`config.mk`:
```
export PLATFORM = sky130hd
export DESIGN_NAME = bascc_top
export DESIGN_NICKNAME = d
export VERILOG_FILES = /design/src/bascc_clk_gate.v /design/src/bascc_top.v
export VERILOG_INCLUDE_DIRS = /design/src
export SDC_FILE = /design/constraint.sdc
export NUM_CORES = 1
export LEC_CHECK = 0
export BUFFER_PORTS_ARGS = -buffer_cell sky130_fd_sc_hd__buf_2
export CORE_ASPECT_RATIO = 2
export CORE_UTILIZATION = 47
export DETAILED_ROUTE_END_ITERATION = 12
export PLACE_DENSITY = 0.76
export SYNTH_ARGS = -nofsm -noshare
export SYNTH_HDL_FRONTEND = slang
export SYNTH_SLANG_ARGS = --single-unit
```
`constraint.sdc`:
```
create_clock -name pclk -period 1.6 [get_ports pclk]
set_clock_uncertainty 0.05 [all_clocks]
set_input_delay 0.08 -clock pclk [delete_from_list [all_inputs] [get_ports pclk]]
set_output_delay 0.08 -clock pclk [all_outputs]
set_load 0.005 [all_outputs]
```
`src/bascc_map.vh`:
```
// register map, field positions, reset values and timing counts for the
// arbiter timeout, system-error disable and secondary clock gate block.
// assumes a 32-bit apb slave where byte address = 4 * register index.
//
// Operation
// - a granted master not starting within 16 clocks sets its timeout flag
// - timeout flags 3..0 stay set until software writes one to them
// - timeout register bits 7..4 read zero and ignore writes
// - all error-report disable bits reset to zero, every source enabled
// - bit 6 clear reports delayed-read retry timeout, set suppresses it
// - bit 5 clear reports delayed-write retry timeout, set suppresses it
// - bit 4 clear reports posted-write master abort, set suppresses it
// - bit 3 clear reports posted-write target abort, set suppresses it
// - bit 2 clear reports posted-write retry timeout, set suppresses it
// - bit 1 clear reports posted-write parity error, set suppresses it
// - disable register bits 7 and 0 read zero and are not writable
// - clock control bit 8 stops output 4 and holds it high
// - only code 11 stops outputs 0..3 high; other codes keep them running
// - fields at 1..0, 3..2, 5..4, 7..6 serve outputs 0, 1, 2, 3
// - clock control bits 15..9 read zero
// - clock control resets to zero, all five outputs running
// - with auto masking on, a timed-out line's request is ignored
`ifndef BASCC_MAP_VH
`define BASCC_MAP_VH

// register indices as printed; byte address is four times the index
`define BASCC_IDX_TMO_FLAGS   10'h063
`define BASCC_IDX_ERR_DIS     10'h064
`define BASCC_IDX_CLK_GATES   10'h068
`define BASCC_IDX_AUTO_MASK   10'h070

// writable bit masks
`define BASCC_TMO_FLAGS_MASK  8'h0f
`define BASCC_ERR_DIS_MASK    8'h7e
`define BASCC_CLK_GATES_MASK  16'h01ff

// reset values
`define BASCC_TMO_FLAGS_RST   8'h00
`define BASCC_ERR_DIS_RST     8'h00
`define BASCC_CLK_GATES_RST   16'h0000
`define BASCC_AUTO_MASK_RST   1'h0

// error-report disable bit positions
`define BASCC_DIS_DLY_RD_TMO  6
`define BASCC_DIS_DLY_WR_TMO  5
`define BASCC_DIS_PW_MABORT   4
`define BASCC_DIS_PW_TABORT   3
`define BASCC_DIS_PW_TMO      2
`define BASCC_DIS_PW_PERR     1

// clock gate field positions
`define BASCC_CLK4_BIT        8
`define BASCC_CLK_FIELD_W     2
`define BASCC_CLK_STOP_CODE   2'h3

// auto masking enable bit
`define BASCC_AUTO_MASK_BIT   0

// start timeout in clocks of the bus
`define BASCC_START_TMO_CLKS  16

// pclk cycles per secondary clock half period
`define BASCC_SEC_HALF_DIV    1

`endif

```
`src/bascc_clk_gate.v`:
```
// one glitch-free secondary clock output gate.
// assumes phase_en is a one-cycle pulse on pclk at every half period.
`timescale 1ns/100ps
`default_nettype none
module bascc_clk_gate (
    // clock and reset
    input  wire pclk,
    input  wire presetn,
    // control
    input  wire phase_en,
    input  wire stop_req,
    // output
    output reg  clk_out
);

    // a low phase always completes to high; a high phase only falls when
    // running, so stopping parks high and restarting keeps a full high phase
    always @(posedge pclk or negedge presetn) begin
        if (!presetn) begin
            clk_out <= 1'b0;
        end else if (phase_en) begin
            if (!clk_out) begin
                clk_out <= 1'b1;
            end else if (!stop_req) begin
                clk_out <= 1'b0;
            end
        end
    end

endmodule
`default_nettype wire

```
`src/bascc_top.v`:
```
// arbiter start timeout flags, primary system-error report gating and
// secondary clock output gates, reached over an apb3 slave.
// assumes grants and error events come from logic on pclk; the frame and
// request pins are asynchronous and pass a two-stage synchroniser.
`timescale 1ns/100ps
`default_nettype none
`include "bascc_map.vh"
module bascc_top #(
    parameter START_TMO = `BASCC_START_TMO_CLKS,
    parameter HALF_DIV  = `BASCC_SEC_HALF_DIV
) (
    // clock and reset
    input  wire        pclk,
    input  wire        presetn,
    // apb slave
    input  wire        psel,
    input  wire        penable,
    input  wire        pwrite,
    input  wire [11:0] paddr,
    input  wire [31:0] pwdata,
    output wire        pready,
    output reg  [31:0] prdata,
    output wire        pslverr,
    // secondary bus pins, active low
    input  wire        secondary_frame_n,
    input  wire        secondary_request_line_0_n,
    input  wire        secondary_request_line_1_n,
    input  wire        secondary_request_line_2_n,
    input  wire        secondary_request_line_3_n,
    // arbiter grants, active high
    input  wire [3:0]  secondary_grant,
    // requests passed on to the arbiter, active high
    output reg  [3:0]  honoured_request,
    // error events, one-cycle pulses
    input  wire        evt_dly_rd_tmo,
    input  wire        evt_dly_wr_tmo,
    input  wire        evt_pw_mabort,
    input  wire        evt_pw_tabort,
    input  wire        evt_pw_tmo,
    input  wire        evt_pw_perr,
    // primary system error, open drain, active low
    output wire        primary_system_error_out_o,
    output reg         primary_system_error_out_oe,
    // secondary clock outputs
    output wire        sec_clk_output_0,
    output wire        sec_clk_output_1,
    output wire        sec_clk_output_2,
    output wire        sec_clk_output_3,
    output wire        sec_clk_output_4
);

    // byte addresses from printed indices
    localparam [11:0] ADDR_TMO_FLAGS = {`BASCC_IDX_TMO_FLAGS, 2'b00};
    localparam [11:0] ADDR_ERR_DIS   = {`BASCC_IDX_ERR_DIS, 2'b00};
    localparam [11:0] ADDR_CLK_GATES = {`BASCC_IDX_CLK_GATES, 2'b00};
    localparam [11:0] ADDR_AUTO_MASK = {`BASCC_IDX_AUTO_MASK, 2'b00};

    localparam integer TMO_LAST_I  = START_TMO - 1;
    localparam integer HALF_LAST_I = HALF_DIV - 1;
    localparam [4:0]   TMO_LAST    = TMO_LAST_I[4:0];
    localparam [7:0]   HALF_LAST   = HALF_LAST_I[7:0];

    // registers
    reg  [7:0]  request_start_timeout_flags;
    reg  [7:0]  primary_error_report_disables;
    reg  [15:0] secondary_clock_output_gates;
    reg         auto_mask_enable;

    // synchronisers
    reg  [4:0]  pin_meta;
    reg  [4:0]  pin_sync;

    // timers, one per request line
    wire [3:0]  tmo_event;

    // bus decode
    reg         hit;
    reg  [31:0] next_prdata;
    wire        setup_ph;
    wire        access_ph;
    wire        wr_en;

    // clock divider
    reg  [7:0]  half_cnt;
    reg         phase_en;
    wire [4:0]  stop_req;

    // error reporting
    wire        report_any;

    // derived pin views
    wire        frame_idle;
    wire [3:0]  req_active;

    // ---------------------------------------------------------------
    // pin synchronisers; only the second stage is read
    always @(posedge pclk or negedge presetn) begin
        if (!presetn) begin
            pin_meta <= 5'h1f;
            pin_sync <= 5'h1f;
        end else begin
            pin_meta <= {secondary_request_line_3_n,
                         secondary_request_line_2_n,
                         secondary_request_line_1_n,
                         secondary_request_line_0_n,
                         secondary_frame_n};
            pin_sync <= pin_meta;
        end
    end

    assign frame_idle = pin_sync[0];
    assign req_active = ~pin_sync[4:1];

    // ---------------------------------------------------------------
    // start timers: count clocks granted with no frame; fire once on
    // the clock that completes the timeout, then saturate
    genvar gi;
    generate
        for (gi = 0; gi < 4; gi = gi + 1) begin : g_tmr
            // local state per line keeps every register on one process
            reg [4:0] start_cnt;
            reg       fire;
            always @(posedge pclk or negedge presetn) begin
                if (!presetn) begin
                    start_cnt <= 5'h00;
                    fire      <= 1'b0;
                end else if (secondary_grant[gi] && frame_idle) begin
                    if (start_cnt == TMO_LAST) begin
                        fire      <= 1'b1;
                        start_cnt <= start_cnt + 5'h01;
                    end else if (start_cnt < TMO_LAST) begin
                        fire      <= 1'b0;
                        start_cnt <= start_cnt + 5'h01;
                    end else begin
                        fire      <= 1'b0;
                    end
                end else begin
                    start_cnt <= 5'h00;
                    fire      <= 1'b0;
                end
            end
            assign tmo_event[gi] = fire;
        end
    endgenerate

    // ---------------------------------------------------------------
    // apb decode; zero wait states, read data captured in setup phase
    assign setup_ph  = psel && !penable;
    assign access_ph = psel && penable;
    assign pready    = 1'b1;
    assign pslverr   = access_ph && !hit;
    assign wr_en     = access_ph && pwrite && hit;

    always @* begin
        hit         = 1'b1;
        next_prdata = 32'h00000000;
        if (paddr == ADDR_TMO_FLAGS) begin
            next_prdata[7:0] = request_start_timeout_flags
                             & `BASCC_TMO_FLAGS_MASK;
        end else if (paddr == ADDR_ERR_DIS) begin
            next_prdata[7:0] = primary_error_report_disables
                             & `BASCC_ERR_DIS_MASK;
        end else if (paddr == ADDR_CLK_GATES) begin
            next_prdata[15:0] = secondary_clock_output_gates
                              & `BASCC_CLK_GATES_MASK;
        end else if (paddr == ADDR_AUTO_MASK) begin
            next_prdata[`BASCC_AUTO_MASK_BIT] = auto_mask_enable;
        end else begin
            hit = 1'b0;
        end
    end

    always @(posedge pclk or negedge presetn) begin
        if (!presetn) begin
            prdata <= 32'h00000000;
        end else if (setup_ph && !pwrite) begin
            prdata <= next_prdata;
        end
    end

    // ---------------------------------------------------------------
    // timeout flags: write one clears, a new timeout wins over the clear
    always @(posedge pclk or negedge presetn) begin
        if (!presetn) begin
            request_start_timeout_flags <= `BASCC_TMO_FLAGS_RST;
        end else begin
            request_start_timeout_flags <=
                ((request_start_timeout_flags
                  & ~((wr_en && paddr == ADDR_TMO_FLAGS) ?
                      pwdata[7:0] : 8'h00))
                 | {4'h0, tmo_event})
                & `BASCC_TMO_FLAGS_MASK;
        end
    end

    // ---------------------------------------------------------------
    // plain read/write registers
    always @(posedge pclk or negedge presetn) begin
        if (!presetn) begin
            primary_error_report_disables <= `BASCC_ERR_DIS_RST;
            secondary_clock_output_gates  <= `BASCC_CLK_GATES_RST;
            auto_mask_enable              <= `BASCC_AUTO_MASK_RST;
        end else if (wr_en) begin
            if (paddr == ADDR_ERR_DIS) begin
                primary_error_report_disables <= pwdata[7:0]
                    & `BASCC_ERR_DIS_MASK;
            end else if (paddr == ADDR_CLK_GATES) begin
                secondary_clock_output_gates <= pwdata[15:0]
                    & `BASCC_CLK_GATES_MASK;
            end else if (paddr == ADDR_AUTO_MASK) begin
                auto_mask_enable <= pwdata[`BASCC_AUTO_MASK_BIT];
            end
        end
    end

    // ---------------------------------------------------------------
    // automatic request masking; a flagged line stays masked until
    // software clears its flag, so a stuck master cannot hog the bus
    always @(posedge pclk or negedge presetn) begin
        if (!presetn) begin
            honoured_request <= 4'h0;
        end else begin
            honoured_request <= req_active
                & ~({4{auto_mask_enable}}
                    & request_start_timeout_flags[3:0]);
        end
    end

    // ---------------------------------------------------------------
    // primary system error: low for one clock after each clock with any enabled event
    assign report_any =
        (evt_dly_rd_tmo &&
         !primary_error_report_disables[`BASCC_DIS_DLY_RD_TMO]) ||
        (evt_dly_wr_tmo &&
         !primary_error_report_disables[`BASCC_DIS_DLY_WR_TMO]) ||
        (evt_pw_mabort &&
         !primary_error_report_disables[`BASCC_DIS_PW_MABORT]) ||
        (evt_pw_tabort &&
         !primary_error_report_disables[`BASCC_DIS_PW_TABORT]) ||
        (evt_pw_tmo &&
         !primary_error_report_disables[`BASCC_DIS_PW_TMO]) ||
        (evt_pw_perr &&
         !primary_error_report_disables[`BASCC_DIS_PW_PERR]);

    assign primary_system_error_out_o = 1'b0;

    always @(posedge pclk or negedge presetn) begin
        if (!presetn) begin
            primary_system_error_out_oe <= 1'b0;
        end else begin
            primary_system_error_out_oe <= report_any;
        end
    end

    // ---------------------------------------------------------------
    // secondary clock half-period divider
    always @(posedge pclk or negedge presetn) begin
        if (!presetn) begin
            half_cnt <= 8'h00;
            phase_en <= 1'b0;
        end else if (half_cnt == HALF_LAST) begin
            half_cnt <= 8'h00;
            phase_en <= 1'b1;
        end else begin
            half_cnt <= half_cnt + 8'h01;
            phase_en <= 1'b0;
        end
    end

    // stop decode: only the all-ones code stops outputs 0..3
    genvar ci;
    generate
        for (ci = 0; ci < 4; ci = ci + 1) begin : g_stop
            assign stop_req[ci] = (secondary_clock_output_gates
                [ci*`BASCC_CLK_FIELD_W +: `BASCC_CLK_FIELD_W]
                == `BASCC_CLK_STOP_CODE);
        end
    endgenerate

    assign stop_req[4] = secondary_clock_output_gates[`BASCC_CLK4_BIT];

    // ---------------------------------------------------------------
    // clock gates; one instance per output
    bascc_clk_gate u_gate0 (
        .pclk     (pclk),
        .presetn  (presetn),
        .phase_en (phase_en),
        .stop_req (stop_req[0]),
        .clk_out  (sec_clk_output_0)
    );

    bascc_clk_gate u_gate1 (
        .pclk     (pclk),
        .presetn  (presetn),
        .phase_en (phase_en),
        .stop_req (stop_req[1]),
        .clk_out  (sec_clk_output_1)
    );

    bascc_clk_gate u_gate2 (
        .pclk     (pclk),
        .presetn  (presetn),
        .phase_en (phase_en),
        .stop_req (stop_req[2]),
        .clk_out  (sec_clk_output_2)
    );

    bascc_clk_gate u_gate3 (
        .pclk     (pclk),
        .presetn  (presetn),
        .phase_en (phase_en),
        .stop_req (stop_req[3]),
        .clk_out  (sec_clk_output_3)
    );

    bascc_clk_gate u_gate4 (
        .pclk     (pclk),
        .presetn  (presetn),
        .phase_en (phase_en),
        .stop_req (stop_req[4]),
        .clk_out  (sec_clk_output_4)
    );

endmodule
`default_nettype wire

```
==> Yosys cells after proc, flatten, opt, wreduce, memory -nomap -nowiden <==
Cells that the tools add are included.
{ "op_classes": {"mux": 44, "reduce_logical": 35, "n_eq_ne": 16, "magnitude_cmp": 4, "n_bitwise": 9, "n_addsub": 5} }
{ "op_table": {"columns": ["operator", "n"], "rows": [
  ["$mux 5", 12],
  ["$eq 12x9->1 const B", 4],
  ["$mux 8", 5],
  ["$mux 1", 26],
  ["$add 5x1->5 const B", 4],
  ["$eq 5x4->1 const B", 4],
  ["$lt 5x4->1 const B", 4],
  ["$logic_and 1x1->1", 17],
  ["$and 4x4->4", 3],
  ["$ne 3x1->1 const B", 4],
  ["$not 4->4", 3],
  ["$logic_not 1->1", 9],
  ["$add 8x1->8 const B", 1],
  ["$eq 2x2->1 const B", 4],
  ["$logic_not 8->1", 1],
  ["$logic_or 1x1->1", 5],
  ["$mux 4", 1],
  ["$or 4x4->4", 1],
  ["$reduce_and 4->1", 1],
  ["$reduce_and 3->1", 1],
  ["$not 1->1", 2],
  ["$reduce_and 2->1", 1]
]} }
{ "totals": {"register_bits": 89, "output_inout_bits": 45, "elab_cells": 137, "in_bits": 64} }

==> Longest topological paths before layout <==
Gate-level depths: netlist of run 1.
{ "logic_depth": {"word_depth": 11, "ltp_mapped": 6, "mapped_depth_nobuf": 6} }

==> Cells and area by module <==
Synthesis of run 1 repeated with hierarchy kept, for this count alone.
{ "hier_totals": {"cells_unflattened": 336, "area_unflattened_um2": 3808.7} }
{ "modules_own_cells": {"columns": ["mod", "n_inst", "cells_per_inst", "seq_area_each_um2", "area_each_um2"], "rows": [
  ["bascc_top", 1, 316, 1939.4, 3608.5],
  ["bascc_clk_gate", 5, 4, 25.0, 40.0]
]} }

==> Worst setup path before layout of run 1 <==
Ideal clock, no wire load.
{ "synth_path": {"path_kind": "reg-to-reg", "startpoint": "reg half_cnt[0]", "endpoint": "reg half_cnt[2]", "arrival_ns": 1.454, "setup_time_ns": 0.129, "t_required_ns": 1.421, "path_slack_ns": -0.033, "n_path_buf": 0, "path_stages_with_launch": 6, "period_less_slack_ns": 1.633, "cell_sequence": "dfrtp_1 inv_1 ha_1 or4b_2 nor4_4 nor2_1"} }
{ "synth_via": {"elab_chain_len": 2, "word_cells_on_any_way": 3, "cone_classes": "add/sub (1); mux (1); reduce/logical (1)"} }
{ "synth_rtl": {"columns": ["element", "line", "source"], "rows": [
  ["start, declared", "bascc_top.v:84", "reg [7:0] half_cnt;"],
  ["start signal, assigned", "bascc_top.v:265", "half_cnt <= half_cnt + 8'h01;"],
  ["$add 8x1->8 or $logic_not 8->1 (tied branches)", "bascc_top.v:265, bascc_top.v:261", null],
  ["$mux 8 (*)", "bascc_top.v:261", "end else if (half_cnt == HALF_LAST) begin"]
]} }
Mark *: on every way between the ends. The rest lies on a longest branch, timed or not.
A chain may end at the register's enable or synchronous reset.

==> Worst setup path in the final report of run 1 <==
{ "layout_path": {"startpoint": "reg g_tmr[0].start_cnt[1]", "endpoint": "reg g_tmr[0].start_cnt[2]"} }
{ "layout_via": {"elab_chain_len": 4, "word_cells_on_any_way": 7, "cone_classes": "add/sub (1); order compare (1); eq/ne (2); mux (3)"} }
{ "layout_rtl": {"columns": ["element", "line", "source"], "rows": [
  ["start, declared", "bascc_top.v:121", "reg [4:0] start_cnt;"],
  ["start signal, assigned", "bascc_top.v:130", "start_cnt <= start_cnt + 5'h01;"],
  ["start signal, assigned", "bascc_top.v:133", "start_cnt <= start_cnt + 5'h01;"],
  ["$add 5x1->5", "bascc_top.v:130, bascc_top.v:133", null],
  ["$mux 5", "bascc_top.v:131", "end else if (start_cnt < TMO_LAST) begin"],
  ["$mux 5", "bascc_top.v:128", "if (start_cnt == TMO_LAST) begin"],
  ["$mux 5", "bascc_top.v:127", "end else if (secondary_grant[gi] && frame_idle) begin"]
]} }
Several ways; a longest one is shown, not always the timed one. The select of a mux whose other input is x is not followed.

==> results of run 1 <==
[cells by family (layout without fill, tap and decap cells)]
| family | after synthesis | count (layout) | share of synthesized area, % |
|---|---|---|---|
| simple gates | 100 | 100 | 14.56 |
| flops | 82 | 82 | 54.85 |
| compound gates | 73 | 73 | 12.80 |
| buf+inv | 44 | 142 | 7.281 |
| mux | 19 | 19 | 5.585 |
| fa+ha+maj | 10 | 10 | 3.324 |
| xor+xnor | 6 | 6 | 1.396 |
| other cells | 2 | 25 | 0.1995 |
[Yosys cell counts, drive strengths merged (3+ instances only)]
cell / n
and3: 14
a22oi: 6
buf: 30
xnor2: 5
dfrtp: 72
dfstp: 10
nand2: 24
nand4: 5
a32oi: 4
nor2b: 3
nand2b: 4
nor4b: 3
inv: 12
o21bai: 4
o21ai: 12
a311oi: 8
mux2i: 3
nor2: 27
ha: 10
a211oi: 3
nand3: 10
a21oi: 21
a21o: 8
mux2: 16
[final timing paths]
| check | startpoint | to | slack (ps) | cells past startpoint |
|---|---|---|---|---|
| worst max-delay path | g_tmr[0].start_cnt[1] | g_tmr[0].start_cnt[2] | 30 | 5 |
| worst min-delay path | pwdata[3] | primary_error_report_disables[3] | 30 | 2 |
| worst max register to register | g_tmr[0].start_cnt[1] | g_tmr[0].start_cnt[2] | 30 | 5 |
| worst min register to register | pin_meta[1] | pin_sync[1] | 310 | 0 |
| max in group asynchronous | presetn | pin_sync[0] | 730 | 3 |
| min in group asynchronous | presetn | g_tmr[0].start_cnt[3] | 210 | 2 |
[layout make-up]
class | instances | area, sq um
Tap cell | 94 | 117.6
Sequential cell | 82 | 2064
Clock inverter | 7 | 82.58
Multi-Input combinational cell | 233 | 1635
Fill cell | 559 | 2699
Clock buffer | 9 | 225.2
Timing Repair Buffer | 114 | 788.3
Inverter | 12 | 45.04
[power by group through the flow]
stage          clock [mW]  combinational, mW  sequential [mW]
2_1_floorplan           0              0.114             2.16
3_3_place_gp            0              0.227             2.16
3_5_place_dp            0              0.236             2.16
4_1_cts              2.14              0.280             2.13
5_1_grt              2.22              0.317             2.13
6_report             2.10              0.285             2.13
[timing repair]
item	4_1_cts	5_1_grt
buffers inserted	0	3
resized for setup	12	14
endpoints found under the hold margin	51	0
pin swaps	5	7
endpoints found under the setup margin	14	17
hold buffers	22	0
[flip-flops by register name (all words and copies together), names as in the netlist, 4 cells and up]
register and cells:
g_tmr.fire 4, half_cnt 8, request_start_timeout_flags 4, secondary_clock_output_gates 9, primary_error_report_disables 6, g_tmr.start_cnt 20
pin_sync 5, pin_meta 5, honoured_request 4, prdata 9
[metal layers]
metal	part of all wire (%)	GRT usage (%)	routed length [um]
met3	3.8	5.053	332
met5	0	0	0
met4	4.6	12.79	406
met1	35	20.94	3069
met2	56	39.60	4939
[worst max-delay path, stage by stage, from the launching register on]
cell	delay, ps
dfrtp_1	400
ha_2	190
and3_4	190
ha_4	170
a21o_1	190
a311oi_2	290
==> flow_summary.yaml, run 1 <==
synth:
  ys_seq_elements: 82
  ys.flop_type: "dfrtp_1"
  yosys_warnings: 0
  avgSynthCellArea_sq_um: 11.20
  synthArstFlopShare_pct: 100.0
  netlist-cell-type-count: 47
  yosysSeqAreaShare_pct: 54.85
  yosys.area.top_type: "dfrtp_1"
  netlist_top_cells_area: "dfrtp_1 48%, dfstp_2 7.0%, buf_4 5.2%"
  synth-edff-count: 0
  synth_top_area_share_pct: 47.87
  syn_area_sq_um: 3764
  synthCells: 336
global_route:
  track_usage_pct: 21.51
  antenna_found_initial: 0
  grt.overflow.total: 0
  grt_max_degree: 39
  grt_pass1_wl_um: 13500
  grt_pass1_vias: 3004
route:
  viasPerCell: 5.483
  drtIter0Drc: 200
  route.vias.total: 3021
  drc: 0
  wire_per_inst_um: 15.87
  route.antenna.remaining_nets: 0
  totalWireLength_um: 8747
  dr.pass1.iters: 5
placement:
  numPlacedInstances: 510
  port_buffers: 60
  dpl.hpwl_um: 6125
  pre_cts_ws_ps: -66.81
  placedInstanceArea_sq_um: 4288
  place.gp.congestion: 0.8373
sta:
  hold_violations: 0
  fin_crit_sh_pct: 98.14
  fin_ws_ps: 29.78
  max_freq_mhz: 636.9
  final-max-slew-violation-count: 0
  timing.hold.ws_ps: 32.35
  period_needed_ps: 1570
  tightest_slew_ps: 512.7
  rsz0062_at_grt: "yes"
  tns_ps: 0
  relSlewSlack_pct: 65.75
  setup_violations: 0
finish:
  drive_gt1_share_pct: 35.23
  fin_area_sq_um: 4959
  layout.cells.non_filler: 551
  layout.nets: 526
  mostFrequentLayoutCell: "dfrtp_1"
  final_cell_mix: "72 x dfrtp_1, 59 x buf_2, 31 x buf_4"
  utilization_pct: 64.75
  num_antenna_cells: 0
  area_growth_pct: 31.75
clock_network:
  clockBufferDepth: 2
  path_clk_slew_ps: 60
  cts_tree: "built"
  clkSinkCount: 82
  cts_inserted_buffers: 9
  clock-root-buffer: "clkbuf_16"
  htreeDepth: 3
  clock_latency_ps: 340
die:
  rows: 45
  chipHeight_um: 128.6
  start_util_pct: 49.15
  ioPinCount: 109
  die_w_um: 65.28
  die_area_sq_um: 8391
  core-area_sq_um: 7657
setup_path:
  cp.required_ps: 1780
  endpoint_kind: "flip-flop"
  critPathArrivalTime_ps: 1750
  start_kind: "flip-flop"
  path_class: "reg2reg"
  path_max_fanout: 4
flow_run:
  cap_violations: 0
pwr:
  intPower_mw: 3.482
  switching_share_pct: 22.77
  seqPwrFrac_pct: 47.2
  p_leak_nw: 2.432
  power.density_nw_per_um2: 909.3
  p_switching_mw: 1.027
  vdd_drop_max_uv: 733.3
  clock_power_share_pct: 46.5
  power_frac_comb_pct: 6.3
  p_total_mw: 4.509
run_status:
  run_status: "completed"
worst_hold_path:
  hp-class: "in2reg"
No activity file was read; power rests on OpenSTA's default activity.
==> inputs of run 2 (changes only) <==
BUFFER_PORTS_ARGS = unset   (was -buffer_cell sky130_fd_sc_hd__buf_2)
CORE_UTILIZATION = 48   (was 47)
DONT_BUFFER_PORTS = 1   (was unset)
PLACE_DENSITY = unset   (was 0.76)
PLACE_DENSITY_LB_ADDON = 0.12   (was unset)
==> run 2 against run 1 <==
Net effect: the flow now finishes with violations (hold timing); sequential power about the same; sequential share of layout area up 2.2 points; global-route usage down 0.91 points; clock power down 2%; first-iteration DRC count down 20%; setup slack better by 4.4 ps; cell count down 10%; non-clock buffer count down 57; via count down 11%; combinational power down 37%; die area down 2.0%; largest power group unchanged.
==> flow_summary.yaml, run 2 (synthesis gave the netlist of run 1 again) <==
run_status:
  run_status: "finished with violations"
  violations: "hold timing"
die:
  core-area_sq_um: 7601
  chipHeight_um: 127.2
  start_util_pct: 49.51
  die_area_sq_um: 8221
  rows: 45
  ioPinCount: 109
  die_w_um: 64.62
finish:
  fillers: 639
  layout.cells.non_filler: 494
  final_cell_mix: "72 x dfrtp_1, 29 x dlygate4sd3_1, 27 x nor2_1"
  utilization_pct: 62.02
  mostFrequentLayoutCell: "dfrtp_1"
  largest-register: "g_tmr.start_cnt"
  layout.nets: 469
  largest_register_ffs: 20
  num_antenna_cells: 0
  reg_top3: "g_tmr.start_cnt: 20 flops, prdata: 9 flops, secondary_clock_output_gates: 9 flops"
  drive_gt1_share_pct: 24.50
  area_growth_pct: 25.27
sta:
  hold_violations: 82
  relSlewSlack_pct: 63.66
  setup_violations: 0
  period_needed_ps: 1566
  max_freq_mhz: 638.7
  tightest_slew_ps: 544.0
  rsz0062_at_grt: "yes"
  tns_ps: 0
  fin_crit_sh_pct: 97.86
  timing.hold.ws_ps: -615.7
  final-max-slew-violation-count: 0
setup_path:
  critPathArrivalTime_ps: 1750
  path_max_fanout: 3
  reg2reg_from: "g_tmr[2].start_cnt[0]"
  crit_end: "g_tmr[2].start_cnt[0]"
  rrSetupSlack_ps: 30
  start_kind: "flip-flop"
  path_class: "reg2reg"
  endpoint_kind: "flip-flop"
  cp.required_ps: 1790
  crit_start: "g_tmr[2].start_cnt[0]"
  reg2reg_depth: 5
  worstReg2RegEnd: "g_tmr[2].start_cnt[0]"
clock_network:
  clkSinkCount: 82
  path_clk_slew_ps: 60
  hold_buffers: 29
  htreeDepth: 3
  cts_tree: "built"
  clockBufferDepth: 2
  clock-root-buffer: "clkbuf_16"
  clock_latency_ps: 330
  cts_inserted_buffers: 9
pwr:
  power_frac_comb_pct: 4.1
  seqPwrFrac_pct: 48.7
  intPower_mw: 3.427
  p_leak_nw: 2.172
  clock_power_share_pct: 47.2
  vdd_drop_max_uv: 725.2
  switching_share_pct: 21.61
  p_switching_mw: 0.9451
  power.density_nw_per_um2: 927.5
  p_total_mw: 4.373
placement:
  dpl.hpwl_um: 5482
  place.gp.congestion: 0.7388
  port_buffers: 0
  numPlacedInstances: 444
global_route:
  grt.overflow.total: 0
  grt_pass1_vias: 2679
  track_usage_pct: 20.60
  antenna_found_initial: 0
  grt_pass1_wl_um: 12710
  grt_max_degree: 83
worst_hold_path:
  hp-class: "in2async"
route:
  route.antenna.remaining_nets: 0
  dr.pass1.iters: 4
  drc: 0
  route.vias.total: 2687
  totalWireLength_um: 8094
  wire_per_inst_um: 16.38
  viasPerCell: 5.439
  drtIter0Drc: 160
flow_run:
  cap_violations: 0
==> run 2: changes by cell type in the layout (fill, tap and decap cells not counted), sizes merged <==
cell,delta
clkinvlp,+1
dlygate4sd3,+7
buf,-64
inv,-1
==> run 2: layout make-up <==
cell class	count	area [sq um]	share of cell area, %
repair buffers	57	516.7	10.96
inverters	12	45.04	0.9554
well taps	94	117.6	2.495
clock inverters	7	76.32	1.619
flip-flops and latches	82	2064	43.79
multi-input cells	233	1669	35.40
clock buffers	9	225.2	4.777
==> run 2: what timing repair did <==
item,4_1_cts,5_1_grt
pin swaps,4,11
gates resized for setup,8,23
hold endpoints to repair,134,82
buffers inserted,2,3
endpoints found under the setup margin,12,15
==> run 2: metal layers <==
metal / part of all wire, % / track usage, % / vias up
met5: 0 / 0 / -
met4: 2.8 / 9.673 / 0
met3: 4.4 / 5.714 / 17
met2: 56 / 37.03 / 80
met1: 36 / 21.58 / 1319
li1: - / - / 1271
==> run 2: worst max-delay path, stage by stage, from the launching register on <==
cell and delay (ps):
dfrtp_1 380, ha_1 200, and3_1 180, ha_2 180, a21o_1 200, a211oi_1 270
==> run 2: how the worst min path moves through the flow <==
| stage | startpoint | cells past startpoint | end | slack, ps |
|---|---|---|---|---|
| after global placement | presetn | 0 | u_gate4.clk_out | -260 |
| after global routing | presetn | 0 | secondary_clock_output_gates[8] | -630 |
| after floorplan | presetn | 0 | auto_mask_enable | -270 |
| after detailed placement | presetn | 0 | u_gate3.clk_out | -260 |
| after CTS | presetn | 0 | u_gate3.clk_out | -630 |
| final | presetn | 0 | secondary_clock_output_gates[8] | -620 |
==> run 2: stage by stage <==
step | instance area (sq um) | setup WS [ps]
after global routing | 4715 | -40.00
after floorplan | 3854 | 10.73
final | 4715 | 34.21
after CTS | 4564 | 2.989
after detailed placement | 3928 | -61.33
after global placement | 3928 | -18.27
==> run 2: power by group through the flow <==
stage / clock network [mW] / logic [mW] / registers, mW
floorplan: 0 / 0.114 / 2.16
global placement: 0 / 0.0989 / 2.16
detailed placement: 0 / 0.101 / 2.17
CTS: 2.13 / 0.171 / 2.13
global route: 2.20 / 0.198 / 2.13
finish: 2.06 / 0.179 / 2.13
==> inputs of run 3 (changes only) <==
CELL_PAD_IN_SITES_DETAIL_PLACEMENT = 1   (was unset)
CELL_PAD_IN_SITES_GLOBAL_PLACEMENT = 2   (was unset)
CORE_UTILIZATION = 35   (was 48)
HOLD_SLACK_MARGIN = 0.05   (was unset)
SETUP_SLACK_MARGIN = 0.02   (was unset)
==> run 3 against run 2 <==
Net effect: the flow finishes with violations (hold timing, setup timing); clock power is 6% higher; utilization is 15 points lower; non-clock buffer count is 19 higher; highest routed layer unchanged.
==> flow_summary.yaml, run 3 (synthesis gave the netlist of run 1 again) <==
run_status:
  run_status: "finished with violations"
  violations: "hold timing, setup timing"
pwr:
  vdd_drop_max_uv: 460.5
  p_total_mw: 4.519
  seqPwrFrac_pct: 47.1
  p_leak_nw: 2.304
  switching_share_pct: 23.31
  power.density_nw_per_um2: 908.1
  intPower_mw: 3.465
  clock_power_share_pct: 48.6
  power_frac_comb_pct: 4.3
  p_switching_mw: 1.053
die:
  ioPinCount: 109
  rows: 53
  start_util_pct: 35.92
  chipHeight_um: 148.7
  die_w_um: 75.33
  die_area_sq_um: 11200
  core-area_sq_um: 10480
clock_network:
  clock_latency_ps: 340
  clkSinkCount: 82
  cts_inserted_buffers: 9
  cts_tree: "built"
  clockBufferDepth: 2
  hold_buffers: 38
  htreeDepth: 3
  path_clk_slew_ps: 70
  clock-root-buffer: "clkbuf_16"
finish:
  largest_register_ffs: 20
  drive_gt1_share_pct: 26.49
  reg_top3: "g_tmr.start_cnt: 20 flops, prdata: 9 flops, secondary_clock_output_gates: 9 flops"
  mostFrequentLayoutCell: "dfrtp_1"
  layout.nets: 488
  final_cell_mix: "72 x dfrtp_1, 36 x buf_4, 35 x dlygate4sd3_1"
  num_antenna_cells: 0
  largest-register: "g_tmr.start_cnt"
  area_growth_pct: 32.21
  utilization_pct: 47.49
setup_path:
  path_max_fanout: 6
  start_kind: "input port"
  critical-path-slowest-cell: "dlygate4sd3_1"
  cp_cell_sequence: "dlygate4sd3_1 -> nor3_2 -> nand4_1 -> dlygate4sd3_1 -> o21ai_0"
  critPathMostFrequentCell: "dlygate4sd3_1"
  endpoint_kind: "flip-flop"
  path_class: "in2reg"
  rrSetupSlack_ps: 20
  cp.required_ps: 1800
  critPathArrivalTime_ps: 1830
  slowest_delay_ps: 640
global_route:
  grt.overflow.total: 0
  grt_pass1_wl_um: 14140
  track_usage_pct: 17.30
  grt_max_degree: 83
  grt_pass1_vias: 2937
  antenna_found_initial: 0
flow_run:
  cap_violations: 0
sta:
  fin_crit_sh_pct: 101.7
  timing.hold.ws_ps: -622.5
  hold_violations: 82
  rsz0062_at_grt: "yes"
  max_freq_mhz: 614.3
  tightest_slew_ps: 521.7
  tns_ps: -27.95
  final-max-slew-violation-count: 0
  period_needed_ps: 1628
  fin_ws_ps: -27.95
  setup_violations: 1
  relSlewSlack_pct: 65.15
route:
  viasPerCell: 5.000
  drc: 0
  route.vias.total: 2780
  wire_per_inst_um: 17.18
  route.antenna.remaining_nets: 0
  drtIter0Drc: 104
  dr.pass1.iters: 4
  totalWireLength_um: 9551
placement:
  place.gp.congestion: 0.7755
  dpl.hpwl_um: 6548
  pre_cts_ws_ps: -49.53
  port_buffers: 0
worst_hold_path:
  hp-class: "in2async"
==> run 3: cell type report <==
cell class              instances  area [sq um]
well taps                     137         171.4
clock buffers                   9         225.2
multi-input cells             233          1690
inverters                      12         45.04
repair buffers                 76         689.4
flip-flops and latches         82          2064
fillers                      1178          5502
clock inverters                 7         90.09
==> run 3: per-layer routing <==
| metal | GRT usage, % | part of all wire (%) | wire length, um | vias to the layer above |
|---|---|---|---|---|
| met5 | 0 | 0 | 0 | - |
| met1 | 16.68 | 35 | 3310 | 1387 |
| met4 | 7.130 | 2.1 | 202 | 0 |
| met3 | 3.659 | 3.9 | 369 | 11 |
| li1 | - | - | - | 1311 |
| met2 | 33.35 | 59 | 5669 | 71 |
==> run 3: power groups by stage <==
| stage | Sequential, mW | Clock (mW) | Combinational, mW |
|---|---|---|---|
| 5_1_grt | 2.13 | 2.33 | 0.215 |
| 3_3_place_gp | 2.17 | 0 | 0.105 |
| 3_5_place_dp | 2.17 | 0 | 0.107 |
| 2_1_floorplan | 2.16 | 0 | 0.114 |
| 6_report | 2.13 | 2.19 | 0.196 |
| 4_1_cts | 2.13 | 2.26 | 0.181 |
==> run 3: through the flow <==
stage	cells	area [sq um]
6_report	556	4976
5_1_grt	556	4976
4_1_cts	548	4790
3_5_place_dp	493	4034
3_3_place_gp	493	4034
2_1_floorplan	359	3861
==> run 3: path summary, 6_finish.rpt <==
check,start,to,depth (start not counted)
max,paddr[4],prdata[0],5
min,presetn,auto_mask_enable,0
max reg2reg,g_tmr[3].start_cnt[1],g_tmr[3].start_cnt[0],5
min reg2reg,pin_meta[2],pin_sync[2],0
max in group asynchronous,presetn,pin_meta[0],0
min in group pclk,evt_pw_tmo,primary_system_error_out_oe,4
==> run 3: critical path, delay by kind of cell <==
family          cells  cell delay (ps)
buf+inv             2             1200
simple gates        2              340
compound gates      1              210
==> run 3: timing repair <==
item / 4_1_cts / 5_1_grt
setup endpoints to repair: 17 / 26
buffers inserted: 1 / 8
hold endpoints to repair: 139 / 82
resized for setup: 13 / 28
pin swaps: 5 / 12
